## src/rtl/mem_pkg.sv

```systemverilog
/*
 * Constants and carriers for the retention RAM arbiter controller.
 * Assumes one 250 MHz clock, byte addresses on every requester and
 * synchronous RAM cells that answer one cycle after their command.
 */
package mem_pkg;
    // ==========================================================
    // Address map of the three retention_ram banks
    // ==========================================================
    localparam logic [31:0] RAM_BASE = 32'h07fc0000;
    localparam logic [2:0][31:0] BANK_START = {32'h07fc7000, 32'h07fc4000, 32'h07fc0000};
    localparam logic [2:0][31:0] BANK_END = {32'h07fcbfff, 32'h07fc6fff, 32'h07fc3fff};
    // Bit set: the bank sits under the second arbiter.
    localparam logic [2:0] BANK_ARB = 3'h6;
    localparam int IDX_W = 13;

    // ==========================================================
    // Requesters and timing
    // ==========================================================
    localparam int M_SYS = 0;
    localparam int M_OTP = 1;
    localparam int M_RADIO = 2;
    localparam logic [8:0] CLK_MHZ = 9'h0fa;
    localparam logic [8:0] RADIO_MHZ = 9'h010;
    localparam logic [2:0] SYS_WAIT_MAX = 3'h4;

    // ==========================================================
    // Carriers
    // ==========================================================
    typedef struct packed {
        logic valid;
        logic write;
        logic [31:0] addr;
        logic [31:0] wdata;
    } mem_req_t;

    typedef struct packed {
        logic rvalid;
        logic err;
        logic [31:0] rdata;
    } mem_rsp_t;

    typedef struct packed {
        logic en;
        logic write;
        logic [IDX_W-1:0] index;
        logic [31:0] wdata;
    } cell_cmd_t;
endpackage

```

## src/rtl/ram_arbiter_controller.sv

```systemverilog
/*
 * Retention RAM controller: three requesters, two time-sharing arbiters,
 * three bank command ports. Assumes requesters hold a request until ready
 * and that bank_on comes from logic on ref_clk.
 */
`timescale 1ns/100ps
// What this block does
// - Two time-sharing arbiters let two of the masters reach banks on different arbiters together.
// - A mux-demux steers each request to the owning arbiter and returns data.
// - Requesters are the system bus, the memory copy path and the radio core.
// - Colliding requesters share an arbiter by time division, none stalled long.
// - Copy path and radio core outrank the system bus masters.
// - The radio exchange-memory port always runs at 16 MHz.
// - A separate port lets the copy path write RAM after power-up and wake-up.
// - RAM is three retention banks of 12 kB, 16 kB and 20 kB.
// - Banks form one contiguous space so unused banks may stay unpowered.
// - Bus transfers become cell signalling; masters see no banks or arbitration.
// - 16 kB bank at 0x07FC0000, then 12 kB, then 20 kB ending 0x07FCBFFF.
module ram_arbiter_controller (
    input wire logic ref_clk, // 250 MHz clock
    input wire logic rst_n, // synchronous reset, active low
    input wire mem_pkg::mem_req_t sys_req, // system bus master request
    output logic sys_ready, // system request taken
    output mem_pkg::mem_rsp_t sys_rsp, // system answer
    input wire mem_pkg::mem_req_t otp_req, // copy path request
    output logic otp_ready, // copy path request taken
    output mem_pkg::mem_rsp_t otp_rsp, // copy path answer
    input wire mem_pkg::mem_req_t radio_req, // radio exchange-memory request
    output logic radio_ready, // radio request taken
    output mem_pkg::mem_rsp_t radio_rsp, // radio answer
    output logic radio_tick, // 16 MHz enable pulse of the radio port
    input wire logic [2:0] bank_on, // bank powered, one bit per bank
    output mem_pkg::cell_cmd_t [2:0] cell_cmd, // command to each bank
    input wire logic [2:0][31:0] cell_rdata // bank read data, one cycle after en
);
    mem_pkg::mem_req_t [2:0] req;
    mem_pkg::mem_rsp_t [2:0] rsp_reg;
    mem_pkg::cell_cmd_t [2:0] cmd_reg;
    mem_pkg::cell_cmd_t [2:0] cmd_next;
    logic [2:0][2:0] hit;
    logic [2:0][1:0] bk;
    logic [2:0][31:0] ofs;
    logic [2:0] live, ok, bad, ready;
    logic [2:0][1:0] want;
    logic [1:0][2:0] g;
    logic [1:0][2:0] wait_reg;
    logic [1:0] rr_reg;
    logic [8:0] acc_reg;
    logic [8:0] acc_sum;
    logic tick_reg;
    logic [2:0] s1_v, s1_err, s2_v, s2_err;
    logic [2:0][1:0] s1_bk, s2_bk;

    assign req = {radio_req, otp_req, sys_req};
    assign {radio_ready, otp_ready, sys_ready} = ready;
    assign {radio_rsp, otp_rsp, sys_rsp} = rsp_reg;
    assign cell_cmd = cmd_reg;
    assign radio_tick = tick_reg;

    // ==========================================================
    // Radio port pacing
    // ==========================================================
    // A phase accumulator gives an average of 16 pulses per 250 cycles.
    assign acc_sum = acc_reg + mem_pkg::RADIO_MHZ;

    always_ff @(posedge ref_clk) begin
        if (!rst_n) begin
            acc_reg <= 9'h000;
            tick_reg <= 1'b0;
        end else if (acc_sum >= mem_pkg::CLK_MHZ) begin
            acc_reg <= acc_sum - mem_pkg::CLK_MHZ;
            tick_reg <= 1'b1;
        end else begin
            acc_reg <= acc_sum;
            tick_reg <= 1'b0;
        end
    end

    // ==========================================================
    // Address decode and steering
    // ==========================================================
    for (genvar m = 0; m < 3; m++) begin : g_dec
        for (genvar b = 0; b < 3; b++) begin : g_hit
            assign hit[m][b] = (req[m].addr >= mem_pkg::BANK_START[b]) &&
                               (req[m].addr <= mem_pkg::BANK_END[b]);
        end
        assign bk[m] = hit[m][1] ? 2'h1 : (hit[m][2] ? 2'h2 : 2'h0);
        assign ofs[m] = req[m].addr - mem_pkg::BANK_START[bk[m]];
        // The radio port only presents its request on its own 16 MHz beat.
        assign live[m] = req[m].valid && ((m != mem_pkg::M_RADIO) || tick_reg);
        assign ok[m] = |(hit[m] & bank_on);
        // Unmapped or unpowered targets are taken at once and answered with an error.
        assign bad[m] = live[m] && !ok[m];
        assign want[m][0] = live[m] && ok[m] && !mem_pkg::BANK_ARB[bk[m]];
        assign want[m][1] = live[m] && ok[m] && mem_pkg::BANK_ARB[bk[m]];
        assign ready[m] = bad[m] || g[0][m] || g[1][m];
    end

    // ==========================================================
    // Arbiters
    // ==========================================================
    for (genvar a = 0; a < 2; a++) begin : g_arb
        always_comb begin
            g[a] = 3'h0;
            if (want[mem_pkg::M_SYS][a] && wait_reg[a] == mem_pkg::SYS_WAIT_MAX) begin
                g[a][mem_pkg::M_SYS] = 1'b1;
            end else if (want[mem_pkg::M_OTP][a] && want[mem_pkg::M_RADIO][a]) begin
                g[a][rr_reg[a] ? mem_pkg::M_RADIO : mem_pkg::M_OTP] = 1'b1;
            end else if (want[mem_pkg::M_OTP][a]) begin
                g[a][mem_pkg::M_OTP] = 1'b1;
            end else if (want[mem_pkg::M_RADIO][a]) begin
                g[a][mem_pkg::M_RADIO] = 1'b1;
            end else if (want[mem_pkg::M_SYS][a]) begin
                g[a][mem_pkg::M_SYS] = 1'b1;
            end
        end

        // The wait count bounds how long the high pair can hold off the bus.
        always_ff @(posedge ref_clk) begin
            if (!rst_n) begin
                wait_reg[a] <= 3'h0;
            end else if (want[mem_pkg::M_SYS][a] && !g[a][mem_pkg::M_SYS]) begin
                wait_reg[a] <= wait_reg[a] + 3'h1;
            end else begin
                wait_reg[a] <= 3'h0;
            end
        end

        always_ff @(posedge ref_clk) begin
            if (!rst_n) begin
                rr_reg[a] <= 1'b0;
            end else if (g[a][mem_pkg::M_OTP]) begin
                rr_reg[a] <= 1'b1;
            end else if (g[a][mem_pkg::M_RADIO]) begin
                rr_reg[a] <= 1'b0;
            end
        end
    end

    // ==========================================================
    // Bank command ports
    // ==========================================================
    for (genvar b = 0; b < 3; b++) begin : g_bank
        always_comb begin
            cmd_next[b] = '0;
            for (int m = 0; m < 3; m++) begin
                if (g[mem_pkg::BANK_ARB[b]][m] && bk[m] == 2'(b)) begin
                    cmd_next[b].en = 1'b1;
                    cmd_next[b].write = req[m].write;
                    cmd_next[b].index = ofs[m][mem_pkg::IDX_W+1:2];
                    cmd_next[b].wdata = req[m].wdata;
                end
            end
        end

        always_ff @(posedge ref_clk) begin
            if (!rst_n) begin
                cmd_reg[b] <= '0;
            end else begin
                cmd_reg[b] <= cmd_next[b];
            end
        end
    end

    // ==========================================================
    // Answer pipeline
    // ==========================================================
    // Every taken request, read or write, is answered three cycles later.
    always_ff @(posedge ref_clk) begin
        if (!rst_n) begin
            s1_v <= 3'h0;
            s2_v <= 3'h0;
            s1_err <= 3'h0;
            s2_err <= 3'h0;
            s1_bk <= '0;
            s2_bk <= '0;
        end else begin
            s1_v <= ready;
            s1_err <= bad;
            s1_bk <= bk;
            s2_v <= s1_v;
            s2_err <= s1_err;
            s2_bk <= s1_bk;
        end
    end

    for (genvar m = 0; m < 3; m++) begin : g_rsp
        always_ff @(posedge ref_clk) begin
            if (!rst_n) begin
                rsp_reg[m] <= '0;
            end else begin
                rsp_reg[m].rvalid <= s2_v[m];
                rsp_reg[m].err <= s2_v[m] && s2_err[m];
                rsp_reg[m].rdata <= (s2_v[m] && !s2_err[m]) ? cell_rdata[s2_bk[m]] : 32'h0;
            end
        end
    end
endmodule

```

## config.mk

```make
export PLATFORM = sky130hd
export DESIGN_NAME = ram_arbiter_controller
export DESIGN_NICKNAME = d
export VERILOG_FILES = /design/src/rtl/mem_pkg.sv /design/src/rtl/ram_arbiter_controller.sv
export SDC_FILE = /design/constraint.sdc
export NUM_CORES = 1
export LEC_CHECK = 0
export ABC_AREA = 1
export BUFFER_PORTS_ARGS = -buffer_cell sky130_fd_sc_hd__buf_2
export CAP_MARGIN = 20
export CORE_ASPECT_RATIO = 0.6
export CORE_UTILIZATION = 25
export CTS_BUF_LIST = sky130_fd_sc_hd__clkbuf_8
export CTS_CLUSTER_SIZE = 16
export DETAILED_ROUTE_END_ITERATION = 10
export PLACE_DENSITY_LB_ADDON = 0.1
export SLEW_MARGIN = 0
export SYNTH_ARGS = -nofsm -noshare
export SYNTH_HDL_FRONTEND = slang
export SYNTH_SLANG_ARGS = --single-unit
```

## constraint.sdc

```tcl
create_clock -name ref_clk -period 5.4 [get_ports ref_clk]
set_input_delay 0.81 -clock ref_clk [delete_from_list [all_inputs] [get_ports ref_clk]]
set_output_delay 0.81 -clock ref_clk [all_outputs]
set_load 0.01 [all_outputs]
```

Word level (Yosys, flattened, before mapping)
Cells that the tools add are included.
{"block": "totals", "ff_bits": 285, "input_bits": 299, "out_inout_bits": 247, "wordCells": 222}
{"block": "classes", "addsub": 7, "n_lt_le_gt_ge": 29, "n_eq_ne": 8, "mux": 63, "bitwise_logic": 3, "reduce_logical": 75}
{"operator": "$mux W47", "n": 9}
{"operator": "$bmux W32 S2", "n": 6}
{"operator": "$ge A32 B27 Y1 const B", "n": 9}
{"operator": "$le A32 B27 Y1 const B", "n": 9}
{"operator": "$mux W32", "n": 3}
{"operator": "$logic_and A1 B1 Y1", "n": 45}
{"operator": "$mux W15", "n": 3}
{"operator": "$sub A15 B15 Y15", "n": 3}
{"operator": "$lt A2 B3 Y1 const B", "n": 8}
{"operator": "$mux W1", "n": 24}
{"operator": "$mux W2", "n": 10}
{"operator": "$logic_not A1 Y1", "n": 11}
{"operator": "$reduce_and A2 Y1", "n": 5}
{"operator": "$add A9 B5 Y9 const B", "n": 1}
{"operator": "$and A3 B3 Y3", "n": 3}
{"operator": "$ge A9 B8 Y1 const B", "n": 1}
{"operator": "$mux W9", "n": 1}
{"operator": "$reduce_or A3 Y1", "n": 3}
{"operator": "$sub A9 B8 Y9 const B", "n": 1}
{"operator": "$add A3 B1 Y3 const B", "n": 2}
{"operator": "$bmux W1 S2", "n": 3}
{"operator": "$eq A2 B1 Y1 const B", "n": 3}
{"operator": "$eq A2 B2 Y1 const B", "n": 3}
{"operator": "$eq A3 B3 Y1 const B", "n": 2}
{"operator": "other kinds (6)", "n": 17}

Longest topological paths before layout
{"block": "depth", "word_depth": 17, "depth_mapped": 18, "depth_no_buf": 16}

Least setup slack after synthesis
Ideal clock, no wire load.
{"block": "synth_timing", "kind": "input -> output", "startpoint": "input port otp_req[48] (netlist bit)", "endpoint": "output port sys_ready", "arrival_ns": 2.424, "required_time_ns": 4.590, "setup_slack_ns": 2.166, "cell_stages": 14, "path_buffers": 2, "cell_sequence": "nor2_1 > nand2_1 > nor2_1 > nand2_1 > nor2_1 > nand4_1 > nand3_2 > nand3_1 > nand2_1 > nand2_1 > buf_4 > buf_6 > a21boi_0 > nand2_1"}
{"block": "synth_via", "elab_chain_len": 13, "word_cells_on_any_way": 29}
{"item": "start, declared", "line_no": "ram_arbiter_controller.sv:25", "text": "input wire mem_pkg::mem_req_t otp_req,"}
{"item": "$ge A32 B27 Y1 / $le A32 B27 Y1 (equally long branches)", "line_no": "ram_arbiter_controller.sv:84, ram_arbiter_controller.sv:85"}
{"item": "$logic_and A1 B1 Y1", "line_no": "ram_arbiter_controller.sv:84", "text": "assign hit[m][b] = (req[m].addr >= mem_pkg::BANK_START[b]) &&"}
{"item": "$mux W2 (2 in a row)", "line_no": "ram_arbiter_controller.sv:87", "text": "assign bk[m] = hit[m][1] ? 2'h1 : (hit[m][2] ? 2'h2 : 2'h0);"}
{"item": "$bmux W1 S2", "line_no": "ram_arbiter_controller.sv:94, ram_arbiter_controller.sv:95"}
{"item": "$mux W1 (implied by the code)", "line_no": "ram_arbiter_controller.sv:94, ram_arbiter_controller.sv:95"}
{"item": "$logic_not A1 Y1", "line_no": "ram_arbiter_controller.sv:94", "text": "assign want[m][0] = live[m] && ok[m] && !mem_pkg::BANK_ARB[bk[m]];"}
{"item": "$logic_and A1 B1 Y1", "line_no": "ram_arbiter_controller.sv:94"}
{"item": "$mux W1 / $logic_and A1 B1 Y1 (equally long branches)", "line_no": "ram_arbiter_controller.sv:109, ram_arbiter_controller.sv:107"}
{"item": "$mux W3", "line_no": "ram_arbiter_controller.sv:107", "text": "end else if (want[mem_pkg::M_OTP][a] && want[mem_pkg::M_RADIO][a]) begin"}
{"item": "$mux W1", "line_no": "ram_arbiter_controller.sv:105", "text": "if (want[mem_pkg::M_SYS][a] && wait_reg[a] == mem_pkg::SYS_WAIT_MAX) begin"}
{"item": "$logic_or A1 B1 Y1", "line_no": "ram_arbiter_controller.sv:96", "text": "assign ready[m] = bad[m] || g[0][m] || g[1][m];"}
{"item": "$logic_or A1 B1 Y1 (*)", "line_no": "ram_arbiter_controller.sv:96"}
{"item": "end, declared", "line_no": "ram_arbiter_controller.sv:23", "text": "output logic sys_ready,"}
Every way passes the cells marked *; elsewhere a longest branch is shown, timed or not. The select of a mux whose other input is x is not followed.

Worst setup path in the final report
{"block": "layout_timing", "startpoint": "input port sys_req[48] (netlist bit)", "endpoint": "output port sys_ready"}
{"block": "layout_via", "elab_chain_len": 15, "word_cells_on_any_way": 35}
{"item": "start, declared", "line_no": "ram_arbiter_controller.sv:22", "text": "input wire mem_pkg::mem_req_t sys_req,"}
{"item": "$ge A32 B27 Y1 / $le A32 B27 Y1 (equally long branches)", "line_no": "ram_arbiter_controller.sv:84, ram_arbiter_controller.sv:85"}
{"item": "$logic_and A1 B1 Y1", "line_no": "ram_arbiter_controller.sv:84"}
{"item": "$mux W2 (2 in a row)", "line_no": "ram_arbiter_controller.sv:87"}
{"item": "$bmux W1 S2", "line_no": "ram_arbiter_controller.sv:94, ram_arbiter_controller.sv:95"}
{"item": "$mux W1 (implied by the code)", "line_no": "ram_arbiter_controller.sv:94, ram_arbiter_controller.sv:95"}
{"item": "$logic_not A1 Y1", "line_no": "ram_arbiter_controller.sv:94"}
{"item": "$logic_and A1 B1 Y1", "line_no": "ram_arbiter_controller.sv:94"}
{"item": "$mux W1", "line_no": "ram_arbiter_controller.sv:113", "text": "end else if (want[mem_pkg::M_SYS][a]) begin"}
{"item": "$mux W1", "line_no": "ram_arbiter_controller.sv:111", "text": "end else if (want[mem_pkg::M_RADIO][a]) begin"}
{"item": "$mux W1", "line_no": "ram_arbiter_controller.sv:109", "text": "end else if (want[mem_pkg::M_OTP][a]) begin"}
{"item": "$mux W3", "line_no": "ram_arbiter_controller.sv:107"}
{"item": "$mux W1", "line_no": "ram_arbiter_controller.sv:105"}
{"item": "$logic_or A1 B1 Y1", "line_no": "ram_arbiter_controller.sv:96"}
{"item": "$logic_or A1 B1 Y1 (*)", "line_no": "ram_arbiter_controller.sv:96"}
Marks and branches as above.

==> impl_metrics.yaml <==
run_status:
  run_status: "complete, no violations"
routing:
  num_vias: 16380
  drc: 0
  drtAntennaViolNets: 0
  wl_per_cell_um: 19.48
  number_of_vias_per_cell_after_detailed_routing: 4.777
  drt_pass1_iterations: 5
  highest-signal-layer: "met5"
  wl_met3_um: 5308
  wl_met1_um: 31630
  final_wirelength_um: 66790
  met2WireLength_um: 28490
  drtIter0Drc: 1199
grt:
  grt_pass1_wl_um: 98390
  first_global_vias: 15430
  global_route.overflow_total: 0
  grt_max_degree: 95
  grt_antenna_before_repair: 11
  globalRouteTotalUtil: 0.2189
clock_network:
  clock_tree_from_tritoncts: "done"
  cts.root.buffer_cell: "sky130_fd_sc_hd__clkbuf_8"
  cts-htree-levels: 2
  tritoncts.num_buffers: 50
  holdBufCountCts: 0
  clkSlewWorstSetupHoldPaths_ns: 0.06
  cts.repair_timing.setup_buffer_count: 0
  ctsResizeCount: 0
  max-clock-path-buffers: 3
  cts_num_sinks: 284
  clkLatencyLatePin_ns: 0.66
critical_path:
  startpoint_type: "primary input"
  critical_path.top_delay_family: "simple AND/OR/NAND/NOR gates"
  worst-endpoint-required_ns: 4.59
  timing.critical_path.slowest_cell_delay_ns: 0.65
  worstSetupPathDepth: 14
  r2r_cells: 10
  critPathMostFrequentCell: "sky130_fd_sc_hd__nand2_2"
  endpoint_kind: "primary output"
  timing.setup.critical_path_class: "primary input to primary output"
  crit_fanout: 48
  critical_path_top_delay_cell: "sky130_fd_sc_hd__buf_4"
  arrival_ns: 3.22
  critical_path.cell_chain: "buf_2 > nor2_2 > nand2_2 > nor2_4 > nand2_2 > nor2_2 > nand4_1 > nand3_2 > nand2_2 > nor2_4 > buf_4 > a21boi_0 > nand2_1 > buf_2"
  path_buf_inv: 3
cells_and_area:
  stdcell_count: 3429
  post_route_cells_drive_above_1_share: 0.2661
  largest_register_ffs: 141
  mostFrequentLayoutCell: "sky130_fd_sc_hd__buf_2"
  synthToLayoutAreaGrowth_pct: 30.12
  nets: 2937
  final_cell_area_sq_um: 18750
  most_used_cells_in_the_layout_excluding_fill_and_tap_cells: "sky130_fd_sc_hd__buf_2, sky130_fd_sc_hd__nand2_1, sky130_fd_sc_hd__a21oi_1"
yosys:
  synth.yosys.seq_area_share: 0.3945
  synth-seq-cells: 284
  synth_fp_nets: 2471
  synth_warnings: 0
  netlist-cell-type-count: 35
  synth_cells: 2158
  post_synthesis_area_per_instance_sq_um: 6.679
  syn_area_sq_um: 14410
sta:
  setup_tns_ns: 0
  fin_crit_sh: 0.7467
  fmax_ghz: 0.2480
  fin_crit_ns: 4.032
  grt_setup_unrepaired: "no"
  worst_pin_slew_ns: 1.087
  slew_headroom: 0.2750
  skew_ns: 0.01910
  setup_viol: 0
  final_report_hold_violation_count: 0
  timing_max_transition_violations_final: 0
place:
  port-buffer-count: 539
  placed_cells_incl_taps: 3328
  post-dp-hpwl_um: 44270
  area_of_placed_instances_sq_um: 17580
  gp_congestion: 0.8388
floorplan:
  floorplan.initialDensity: 0.2555
  core_area_sq_um: 56420
  core.rowCount: 67
  ios: 546
  dieHeight_um: 188.0
  dieWidth_um: 312.0
  area_enclosed_by_the_die_boundary_sq_um: 58650
hold_path:
  min-delay-path-class: "flip-flop to flip-flop"
  min_delay_path_depth: 2
pwr:
  power.static_leakage_nw: 9.369
  worst_ir_drop_vdd_uv: 152.3
  power.total_mw: 4.731
  cellPowerDensity_nw_per_um2: 252.3
run:
  maximum_capacitance_violations: 0
area by class of cell:
cell class                 instances  area (sq um)
antenna                            6         15.01
clock buffer                      59         812.0
clock inverter                    33         286.5
fill                            6184         37660
inverter                         224         840.8
multi-input combinational       1494          7181
sequential                       284          5685
tap                              759         949.7
timing repair buffer             570          2983
power breakdown:
part           switching (mW)  leakage, nW  total [mW]  internal, mW
registers             0.00446         2.29        2.11          2.11
clock network            1.02        0.632        2.26          1.24
logic                   0.210         6.45       0.360         0.150
total                    1.23         9.37        4.73          3.50
worst min-delay path: stages, from the launching register on:
cell and delay (ns):
sky130_fd_sc_hd__dfxtp_1 0.31, sky130_fd_sc_hd__nand2_1 0.05, sky130_fd_sc_hd__inv_1 0.04
routing by layer:
metal  GRT usage  vias up
met2      0.3228      677
met5           0        -
li1            -     7962
met4     0.06278       10
met3     0.05032      102
met1      0.3144     7630
synthesized netlist by cell type (all sizes together):
master | number | area, sq um
o21ai | 244 | 1221
nand3 | 165 | 873.3
nand2 | 418 | 1612
ha | 14 | 175.2
xnor2 | 2 | 17.52
o21bai | 3 | 22.52
nor2 | 259 | 1027
clkinv | 2 | 7.510
nor3 | 6 | 30.03
o21a | 2 | 15.01
xor2 | 11 | 96.34
o211ai | 2 | 20.02
a21boi | 1 | 7.510
dfxtp | 284 | 5685
inv | 222 | 833.3
a21oi | 293 | 1470
buf | 70 | 446.7
nand4 | 72 | 514.3
nand3b | 2 | 15.01
clkbuf | 86 | 322.8
per-stage QoR:
| step | util | setup slack, ns | hold WS, ns |
|---|---|---|---|
| 6_report | 0.3324 | 1.368 | 0.4142 |
| 5_1_grt | 0.3323 | 1.134 | 0.3611 |
| 4_1_cts | 0.3311 | 1.365 | 0.3365 |
| 3_5_place_dp | 0.3116 | 1.362 | 0.4022 |
| 3_3_place_gp | 0.3116 | 1.392 | 0.4032 |
| 2_1_floorplan | - | 2.166 | 0.3905 |
cell families (layout without fill, tap and decap cells):
| family | Yosys count | in the layout | share of synthesized area |
|---|---|---|---|
| compound gates | 545 | 545 | 0.1912 |
| xor+xnor | 13 | 13 | 0.007900 |
| buf+inv | 380 | 886 | 0.1117 |
| simple gates | 922 | 922 | 0.2825 |
| flops | 284 | 284 | 0.3945 |
| other cells | 0 | 6 | 0 |
| fa+ha+maj | 14 | 14 | 0.01215 |
path summary, 6_finish.rpt:
kind	slack [ns]	startpoint	endpoint
worst max-delay path	1.37	sys_req[48]	sys_ready
worst min register to register	0.41	s1_v[0]	s2_v[0]
worst max register to register	2.56	radio_tick	cell_cmd[123]
worst min-delay path	0.41	s1_v[0]	s2_v[0]
Note: power is estimated with default switching activity, not from simulation.
